File: config.mk
export PLATFORM = sky130hd
export DESIGN_NAME = rpa_status
export DESIGN_NICKNAME = d
export VERILOG_FILES = /design/src/rpa_pkg.sv /design/src/rpa_lane_if.sv /design/src/rpa_lane.sv /design/src/rpa_status.sv
export SDC_FILE = /design/constraint.sdc
export NUM_CORES = 2
export LEC_CHECK = 0
export BUFFER_PORTS_ARGS = -buffer_cell sky130_fd_sc_hd__buf_4
export CELL_PAD_IN_SITES_DETAIL_PLACEMENT = 0
export CELL_PAD_IN_SITES_GLOBAL_PLACEMENT = 2
export CORE_MARGIN = 4
export CORE_UTILIZATION = 34
export CTS_CLUSTER_DIAMETER = 30
export DETAILED_ROUTE_END_ITERATION = 8
export PLACE_DENSITY = 0.82
export SLEW_MARGIN = 5
export SYNTH_ARGS = -nofsm -noshare
export SYNTH_HDL_FRONTEND = slang
export SYNTH_SLANG_ARGS = --single-unit
File: constraint.sdc
create_clock -name clk_sys -period 2.7 [get_ports clk_sys]
set_input_delay 0.27 -clock clk_sys [delete_from_list [all_inputs] [get_ports clk_sys]]
set_output_delay 0.27 -clock clk_sys [all_outputs]
set_load 0.005 [all_outputs]
File: src/rpa_pkg.sv
// Package: constants and state types of the lane status block.
`default_nettype none
package rpa_pkg;
  localparam int NLANE = 20;
  localparam int IDW   = 5;
  localparam int PW    = 16;
  localparam int AW    = 8;
  localparam int DW    = 32;
  localparam int NEV   = 3;
  // Marker errors in a row before the repeat error is raised.
  localparam logic [2:0] RPT_LIMIT = 3'h4;
  // ---------------------------------------------------------------
  // Register offsets and reset values
  // ---------------------------------------------------------------
  localparam logic [AW-1:0] OFS_CFG  = 8'h00;
  localparam logic [AW-1:0] OFS_STAT = 8'h04;
  localparam logic [AW-1:0] OFS_INTS = 8'h08;
  localparam logic [AW-1:0] OFS_INTM = 8'h0C;
  localparam logic [PW-1:0] PERIOD_RST = 16'h3FFF;
  localparam logic [NEV-1:0] INTM_RST  = 3'h0;
  // Interrupt status bit positions.
  localparam int EV_MISAL = 0;
  localparam int EV_ALOST = 1;
  localparam int EV_RFLT  = 2;
  // Lane tracker state.
  typedef struct packed {
    logic [PW-1:0]  wcnt;
    logic [2:0]     ecnt;
    logic           got_mk;
    logic           lock;
    logic           synced;
    logic           sync_err;
    logic           sp_err;
    logic           rp_err;
    logic           bad_pulse;
    logic           err_pulse;
    logic [IDW-1:0] id;
  } rpa_lane_st_t;
endpackage
`default_nettype wire

File: src/rpa_lane_if.sv
// Interface: signals between the top and one lane tracker.
`default_nettype none
interface rpa_lane_if;
  import rpa_pkg::*;
  logic           word_valid;
  logic           mk_seen;
  logic           mk_ok;
  logic [IDW-1:0] mk_id;
  logic           lock_in;
  logic [PW-1:0]  period;
  logic           block_lock;
  logic           synced;
  logic           sync_err;
  logic           sp_err;
  logic           rp_err;
  logic           bad_pulse;
  logic           err_pulse;
  logic [IDW-1:0] id;
  modport lane (input word_valid, mk_seen, mk_ok, mk_id, lock_in,
                input period, output block_lock, synced, sync_err,
                output sp_err, rp_err, bad_pulse, err_pulse, id);
  modport top (output word_valid, mk_seen, mk_ok, mk_id, lock_in,
               output period, input block_lock, synced, sync_err,
               input sp_err, rp_err, bad_pulse, err_pulse, id);
endinterface
`default_nettype wire

File: src/rpa_lane.sv
// Module: marker spacing, form and sync tracking of one lane.
`default_nettype none
module rpa_lane
  import rpa_pkg::*;
(
  input  wire logic clk_sys,
  input  wire logic rstn,
  rpa_lane_if.lane  lf
);
  rpa_lane_st_t s_reg;
  rpa_lane_st_t s_next;
  logic         good_sp;
  logic         mk_err;

  // Next state: word count, marker checks, sync.
  always_comb begin
    s_next = s_reg;
    // The first marker after lock has no earlier marker to be measured from.
    good_sp = ~s_reg.got_mk | (s_reg.wcnt == lf.period);
    mk_err = lf.mk_seen & (~lf.mk_ok | ~good_sp);
    s_next.lock = lf.lock_in;
    s_next.bad_pulse = lf.mk_seen & ~lf.mk_ok;
    s_next.err_pulse = lf.mk_seen & mk_err;
    if (lf.mk_seen) begin
      s_next.wcnt = '0;
      if (mk_err) begin
        s_next.sp_err = ~good_sp;
        if (s_reg.ecnt != RPT_LIMIT) begin
          s_next.ecnt = s_reg.ecnt + 3'h1;
        end
      end else begin
        s_next.sp_err = 1'b0;
        s_next.ecnt = '0;
        s_next.got_mk = 1'b1;
        s_next.id = lf.mk_id;
      end
    end else if (lf.word_valid && s_reg.wcnt != '1) begin
      s_next.wcnt = s_reg.wcnt + 16'h0001;
      // A marker overdue also counts as wrong spacing.
      if (s_reg.got_mk && s_reg.wcnt >= lf.period) begin
        s_next.sp_err = 1'b1;
      end
    end
    if (!lf.lock_in) begin
      s_next.wcnt = '0;
      s_next.ecnt = '0;
      s_next.got_mk = 1'b0;
      s_next.sp_err = 1'b0;
    end
    s_next.rp_err = (s_next.ecnt == RPT_LIMIT);
    s_next.synced = lf.lock_in & s_next.got_mk;
    s_next.sync_err = ~s_next.synced;
  end

  // State register.
  always_ff @(posedge clk_sys or negedge rstn) begin
    if (!rstn) begin
      s_reg <= '0;
    end else begin
      s_reg <= s_next;
    end
  end

  assign lf.block_lock = s_reg.lock;
  assign lf.synced     = s_reg.synced;
  assign lf.sync_err   = s_reg.sync_err;
  assign lf.sp_err     = s_reg.sp_err;
  assign lf.rp_err     = s_reg.rp_err;
  assign lf.bad_pulse  = s_reg.bad_pulse;
  assign lf.err_pulse  = s_reg.err_pulse;
  assign lf.id         = s_reg.id;
endmodule
`default_nettype wire

File: src/rpa_status.sv
// Module: receive PCS lane alignment status with register port.
//
// The register offsets and the address-and-strobe port were chosen for this implementation.
`default_nettype none
// Summary of operation
// Per lane, sync error high while word sync lost or no marker seen.
// Per lane, spacing error held while markers not one period (period-minus-one plus one words) apart.
// Per lane, repeat error held after four marker errors in a row.
// Per lane, malformed marker flag pulses one cycle per bad marker.
// Aligned high only when all lanes aligned and de-skewed.
// PCS status high only while aligned and not in high bit error rate.
// Per lane block lock level follows the lane's 66b lock state.
// Alignment error high on alignment failure or loss; code raises it only once aligned once, and clears it when no lane is synced.
// Misaligned pulse one meta-frame after bad marker, once aligned once.
// Remote fault level follows the detected remote fault condition.
// Twenty 5-bit buses name physical lane of each logical lane.
// Lane synced set after word sync and a received marker.
// Local fault high on internal or received local fault.
// All status synchronous to core clock, inactive during reset; local fault is held high during reset.
module rpa_status
  import rpa_pkg::*;
(
  input  wire logic                        clk_sys,
  input  wire logic                        rstn,
  input  wire logic [NLANE-1:0]            word_valid,
  input  wire logic [NLANE-1:0]            marker_seen,
  input  wire logic [NLANE-1:0]            marker_ok,
  input  wire logic [NLANE-1:0][IDW-1:0]   marker_lane_id,
  input  wire logic [NLANE-1:0]            hdr_lock,
  input  wire logic                        hi_ber,
  input  wire logic                        remote_fault_in,
  input  wire logic                        rx_local_fault_in,
  input  wire logic [AW-1:0]               reg_addr,
  input  wire logic [DW-1:0]               reg_wdata,
  input  wire logic                        reg_wr,
  input  wire logic                        reg_rd,
  output var  logic [DW-1:0]               reg_rdata,
  output var  logic                        irq,
  output var  logic [NLANE-1:0]            lane_sync_error,
  output var  logic [NLANE-1:0]            lane_synced,
  output var  logic [NLANE-1:0]            lane_marker_spacing_error,
  output var  logic [NLANE-1:0]            lane_marker_repeat_error,
  output var  logic [NLANE-1:0]            lane_marker_malformed_pulse,
  output var  logic [NLANE-1:0]            lane_block_lock,
  output var  logic                        all_aligned,
  output var  logic                        pcs_status,
  output var  logic                        alignment_error,
  output var  logic                        misaligned_pulse,
  output var  logic                        remote_fault,
  output var  logic                        local_fault,
  output var  logic [NLANE-1:0][IDW-1:0]   physical_lane_of
);
  // ---------------------------------------------------------------
  // Types and state
  // ---------------------------------------------------------------
  typedef struct packed {
    logic [PW-1:0]             marker_period_minus_one;
    logic [NEV-1:0]            int_st;
    logic [NEV-1:0]            int_mask;
    logic [DW-1:0]             rdata;
    logic                      irq;
    logic                      aligned;
    logic                      ever;
    logic                      aligned_err;
    logic                      status;
    logic                      rfault;
    logic                      lfault;
    logic                      misal;
    logic                      pend;
    logic [PW-1:0]             mf_cnt;
    logic [NLANE-1:0][IDW-1:0] map;
  } rpa_top_st_t;

  rpa_top_st_t          s_reg;
  rpa_top_st_t          s_next;
  logic [NLANE-1:0]     synced_w;
  logic [NLANE-1:0]     sp_w;
  logic [NLANE-1:0]     rp_w;
  logic [NLANE-1:0]     errp_w;
  logic [NLANE-1:0]     found_w;
  logic [NLANE-1:0][IDW-1:0] id_w;
  logic [NLANE-1:0][IDW-1:0] phys_w;
  logic [NEV-1:0]       ev;
  logic                 can_align;

  // ---------------------------------------------------------------
  // Lane trackers
  // ---------------------------------------------------------------
  for (genvar g = 0; g < NLANE; g++) begin : g_lane
    rpa_lane_if lif ();
    // Lane inputs come from datapath logic on this clock.
    assign lif.word_valid = word_valid[g];
    assign lif.mk_seen    = marker_seen[g];
    assign lif.mk_ok      = marker_ok[g];
    assign lif.mk_id      = marker_lane_id[g];
    assign lif.lock_in    = hdr_lock[g];
    assign lif.period     = s_reg.marker_period_minus_one;
    rpa_lane u_lane (
      .clk_sys (clk_sys),
      .rstn    (rstn),
      .lf      (lif.lane)
    );
    // Lane flops drive the per-lane outputs directly.
    assign lane_sync_error[g]             = lif.sync_err;
    assign lane_synced[g]                 = lif.synced;
    assign lane_marker_spacing_error[g]   = lif.sp_err;
    assign lane_marker_repeat_error[g]    = lif.rp_err;
    assign lane_marker_malformed_pulse[g] = lif.bad_pulse;
    assign lane_block_lock[g]             = lif.block_lock;
    assign synced_w[g] = lif.synced;
    assign sp_w[g]     = lif.sp_err;
    assign rp_w[g]     = lif.rp_err;
    assign errp_w[g]   = lif.err_pulse;
    assign id_w[g]     = lif.id;
  end

  // ---------------------------------------------------------------
  // Lane mapping
  // ---------------------------------------------------------------
  // Finds the synced physical lane whose marker names logical lane.
  function automatic logic [IDW:0] find_lane(
    input logic [NLANE-1:0][IDW-1:0] ids,
    input logic [NLANE-1:0]          ok,
    input logic [IDW-1:0]            logical
  );
    logic [IDW:0] r;
    r = '0;
    for (int p = 0; p < NLANE; p++) begin
      if (ok[p] && ids[p] == logical && !r[IDW]) begin
        r = {1'b1, p[IDW-1:0]};
      end
    end
    return r;
  endfunction

  // Map each logical lane to its physical lane.
  always_comb begin
    for (int l = 0; l < NLANE; l++) begin
      {found_w[l], phys_w[l]} =
        find_lane(id_w, synced_w, l[IDW-1:0]);
    end
  end

  // All lanes locked with markers, every logical lane present, no
  // spacing or repeat trouble: lanes are aligned and de-skewed.
  assign can_align = (&synced_w) & (&found_w) & ~(|sp_w) & ~(|rp_w);

  // ---------------------------------------------------------------
  // Next state
  // ---------------------------------------------------------------
  always_comb begin
    s_next = s_reg;
    s_next.rdata = '0;
    s_next.misal = 1'b0;
    s_next.map = phys_w;
    s_next.aligned = can_align;
    // Markers correct on all lanes at least once arms the check.
    if (can_align) begin
      s_next.ever = 1'b1;
    end else if (synced_w == '0) begin
      s_next.ever = 1'b0;
    end
    s_next.aligned_err = s_next.ever & ~can_align;
    s_next.status = can_align & ~hi_ber;
    s_next.rfault = remote_fault_in;
    s_next.lfault = ~can_align | rx_local_fault_in;
    // Bad marker after alignment: pulse one meta-frame later.
    if (s_reg.pend) begin
      if (word_valid[0]) begin
        if (s_reg.mf_cnt == '0) begin
          s_next.misal = 1'b1;
          s_next.pend = 1'b0;
        end else begin
          s_next.mf_cnt = s_reg.mf_cnt - 16'h0001;
        end
      end
    end else if (s_reg.ever && (|errp_w)) begin
      s_next.pend = 1'b1;
      s_next.mf_cnt = s_reg.marker_period_minus_one;
    end
    // Register writes.
    if (reg_wr) begin
      unique case (reg_addr)
        OFS_CFG:  s_next.marker_period_minus_one = reg_wdata[PW-1:0];
        OFS_INTS: s_next.int_st = s_reg.int_st & ~reg_wdata[NEV-1:0];
        OFS_INTM: s_next.int_mask = reg_wdata[NEV-1:0];
        default:  s_next.int_mask = s_reg.int_mask;
      endcase
    end
    // Events set after the clear, so a set wins.
    s_next.int_st = s_next.int_st | ev;
    s_next.irq = |(s_next.int_st & s_next.int_mask);
    // Register reads, data in the next cycle.
    if (reg_rd) begin
      unique case (reg_addr)
        OFS_CFG:  s_next.rdata = {16'h0000, s_reg.marker_period_minus_one};
        OFS_STAT: s_next.rdata = {26'h000_0000, s_reg.lfault,
                                  s_reg.rfault, s_reg.aligned_err,
                                  s_reg.status, s_reg.aligned,
                                  s_reg.ever};
        OFS_INTS: s_next.rdata = {29'h0000_0000, s_reg.int_st};
        OFS_INTM: s_next.rdata = {29'h0000_0000, s_reg.int_mask};
        default:  s_next.rdata = '0;
      endcase
    end
  end

  // Interrupt events: misalignment, alignment lost, remote fault.
  always_comb begin
    ev = '0;
    ev[EV_MISAL] = s_next.misal;
    ev[EV_ALOST] = s_reg.aligned & ~can_align;
    ev[EV_RFLT]  = remote_fault_in & ~s_reg.rfault;
  end

  // State register; reset leaves every status inactive except local fault, which reset sets high.
  always_ff @(posedge clk_sys or negedge rstn) begin
    if (!rstn) begin
      s_reg <= '0;
      s_reg.marker_period_minus_one <= PERIOD_RST;
      s_reg.int_mask <= INTM_RST;
      s_reg.lfault <= 1'b1;
    end else begin
      s_reg <= s_next;
    end
  end

  // ---------------------------------------------------------------
  // Outputs
  // ---------------------------------------------------------------
  assign reg_rdata        = s_reg.rdata;
  assign irq              = s_reg.irq;
  assign all_aligned      = s_reg.aligned;
  assign pcs_status       = s_reg.status;
  assign alignment_error  = s_reg.aligned_err;
  assign misaligned_pulse = s_reg.misal;
  assign remote_fault     = s_reg.rfault;
  assign local_fault      = s_reg.lfault;
  assign physical_lane_of = s_reg.map;
endmodule
`default_nettype wire

==> qor.csv <==
metric,value,unit
count of mapped cells out of synthesis,5480,
Synthesis Warnings,0,
placed cell count,8299,
CTS HTree Levels,4,
length of the first detailed-routing pass in iterations,7,
critical hold path startpoint,word_valid[13],
power density of the placed cells,635.7,mW/mm^2
WL/cell,24.03,um
Critical Setup Path Class,flip-flop to flip-flop,
worst path cell trace,or4b_4 -> buf_4 -> nor2_1 -> nor3_2 -> nand4_1 -> o2111ai_4 -> a211oi_4 -> nand4_4 -> buf_12 -> a22o_1,
vias in the first global route,48291,
worst-path cell with the longest stage delay,or4b_4,
CP max FO,7,
Util after Layout,0.5040,
I/O Pins,486,
initial cell density of the core,0.3435,
Die Y-Extent,392.4,um
violation count after the first detailed-routing iteration,3798,
number of endpoints failing setup at the final stage,70,
Design Power,46860,uW
Fin Clk Skew,0.05961,ns
prevailing post-synth register cell,dfrtp_1,
MaxCap Viol Count,0,
most frequent cells after synthesis,"dfrtp_1 (768), nor2_1 (690), ha_1 (381)",
arrival time of data at the critical path endpoint,3.65,ns
Largest register FFs,400,
"crit path setup slack, layout",-0.2427,ns
logic depth of the worst register-to-register path,10,
routability congestion estimate,1.049,
share of the synthesized area in the top cell type,0.3825,
Filler cells,13409,
DRC viols,0,
outcome,"complete, but fails checks",
endpoint required time on the critical path,3.41,ns
static leakage,0.03345,uW
wire length reported by the detailed router,216.1,mm
area of all placed cells without fillers,0.07372,mm^2
number of standard cells in the final layout excluding fillers,8993,
routed wl met3,16.68,mm
register area share after synthesis,0.3903,
die width,392.4,um
global-route wire length before repair,311.1,mm
top layer in use,met5,
sum of net half-perimeters after detailed placement,168.2,mm
Syn Std Cell Area,0.05025,mm^2
worst r2r src,g_lane[1].u_lane.lf.id[1],
failing checks,setup timing,
Layout area overhead,46.71,%
Yosys cell types,95,
count of flip-flops with a built-in enable after synthesis,0,
Hold Fails Final Rpt,0,
total via count after detailed routing,48760,
met1 layer wirelength in the final routing,91.94,mm
family of cells with the greatest summed delay on the critical path,simple AND/OR/NAND/NOR gates,
Setup crit end kind,flip-flop,
cell types with the largest area share after synthesis,"dfrtp_1 (38%), ha_1 (9.5%), nor2_1 (5.2%)",
post-route fraction of the period consumed by the critical path,1.090,
Synth Register Bits,783,
vias per std cell,5.422,
Tmin final,2.943,ns
combined buffer and inverter count along the critical path,2,
clock tree from TritonCTS,built,
Cells on Worst Hold Path,6,
source-to-sink clock delay at the later pin of the worst-skew pair,0.82,ns
placeable core region,0.1463,mm^2
fraction of final layout cells with drive strength greater than 1,0.3322,
Rel. slew slack,0.4382,
async set-reset flop share out of synthesis,1.000,
placed instance area,0.06061,mm^2
r2r setup slk,-0.24,ns
achievable frequency,339.8,MHz
number of antenna violations at the first check in global routing,26,
number of clock sinks,783,
slowest cell delay on critical path,0.61,ns
Worst R2R End,s_reg[161],
"buffers from clock root to sink, at most",3,
"CTS clk-pin slew, worst paths",0.05,ns
total count of max-transition violations in the final report,0,
post-synthesis cell type with the largest combined area,dfrtp_1,
maximum number of pins on one net before global-route repair,104,
library cell with the highest instance count after synthesis,dfrtp_1,
setup repair after global routing missed its margin,yes,
Post-Syn Area per Cell,9.169,um^2
remaining global-route overflow,0,
number of core rows,140,
wire length on met2,96.72,mm
overall die area,0.1540,mm^2
Startpoint Class,flip-flop,
Post-DRT Antenna Nets,0,
buffer cell driving the clock tree root,clkbuf_16,
clock buffer count from CTS,198,
Tightest Hold Check Type,input port to flip-flop,
end of the worst hold path,g_lane[13].u_lane.s_reg[16],
VDD IR max,0.5208,mV
net count reported at finish,7502,
Tightest Pin Transition,0.8339,ns
total global routing track utilization,0.2718,
Port Buf Inserts,453,
through the flow:
stage | setup TNS [ns] | worst slack, ns | hold WS [ns]
after detailed placement | -9.121 | -0.5299 | 0.1973
final | -3.842 | -0.2427 | 0.09195
after CTS | -1.561 | -0.2208 | 0.04940
after floorplan | -0.1631 | -0.03149 | -0.02559
after global placement | -7.730 | -0.5232 | 0.1965
after global routing | -9.788 | -0.2341 | 0.1197
final cells by class:
class                   count  area [um^2]  area share
clock buffers             247         5450     0.07393
multi-input cells        4090        29830      0.4047
diodes                      8        20.02   0.0002716
clock inverters           127         1834     0.02488
inverters                 170        653.1    0.008860
well taps                1917         2399     0.03254
flip-flops and latches    783        19630      0.2662
repair buffers           1651        13900      0.1886
report_power, final:
group          switching (uW)  internal, uW  leakage [uW]
Combinational            4640          4070        0.0197
Clock                    7920         17200       0.00347
Sequential                566         12400        0.0103
Total                   13100         33700        0.0335
tightest hold or removal path, stage by stage:
cell	delay [ns]
buf_4	0.11
inv_1	0.09
a41oi_2	0.05
buf_4	0.17
xnor2_1	0.14
nor2_1	0.04
worst max path at each step:
stage,startpoint,endpoint,slack (ns),cells past startpoint
floorplan,g_lane[0].lif.period[11],g_lane[8].u_lane.lf.id[0],-0.03,8
global placement,g_lane[3].u_lane.lf.id[1],s_reg[161],-0.52,10
detailed placement,g_lane[3].u_lane.lf.id[1],s_reg[161],-0.53,10
CTS,g_lane[3].u_lane.lf.id[2],s_reg[161],-0.22,10
global route,g_lane[16].u_lane.lf.id[3],s_reg[161],-0.23,9
finish,g_lane[1].u_lane.lf.id[1],s_reg[161],-0.24,10
repair_timing:
item / in CTS / in global routing
gates resized for setup: 228 / 331
gates cloned: 0 / 1
endpoints found under the hold margin: 1165 / 0
setup endpoints to repair: 124 / 159
buffers inserted: 32 / 63
hold buffers: 227 / 0
pin swaps: 64 / 141
layer usage:
| layer | global-route usage | up-vias |
|---|---|---|
| met1 | 0.3642 | 24039 |
| met2 | 0.4266 | 1822 |
| met5 | 0 | - |
| met4 | 0.1192 | 6 |
| li1 | - | 22505 |
| met3 | 0.05324 | 388 |
cells in the final DEF (no fill, tap or decap), drive strengths merged, types with 21 or more instances in the layout:
master / n
buf: 1423
dfrtp: 768
nor2: 690
ha: 381
nand2: 370
o21ai: 277
a21oi: 265
clkbuf: 249
dlygate4sd3: 226
inv: 176
o22ai: 172
xor2: 152
nand4: 149
mux2: 119
nand3: 118
nor3: 118
xnor2: 103
nand2b: 99
nor2b: 86
or3: 67
a21o: 64
and3: 64
nor4: 62
clkinv: 58
or2: 55
and2: 52
o21a: 51
nand4bb: 42
and4: 37
nand4b: 34
clkinvlp: 33
o32ai: 33
a211oi: 32
bufinv: 30
a21boi: 29
o211ai: 25
or4b: 25
and4b: 21
o22a: 21
kinds of logic (layout without fill, tap and decap cells):
family / after synthesis / after routing / share of synthesized area
multiplexers: 142 / 142 / 0.03200
flip-flops: 783 / 783 / 0.3903
AO/OA/AOI/OAI: 1140 / 1140 / 0.1466
XOR/XNOR: 255 / 255 / 0.04445
adder cells (fa/ha/maj): 381 / 381 / 0.09487
other: 1 / 24 / 0.00007463
AND/OR/NAND/NOR: 2156 / 2156 / 0.2254
buffers and inverters: 622 / 2195 / 0.06626
Note: power is estimated with default switching activity, not from simulation.
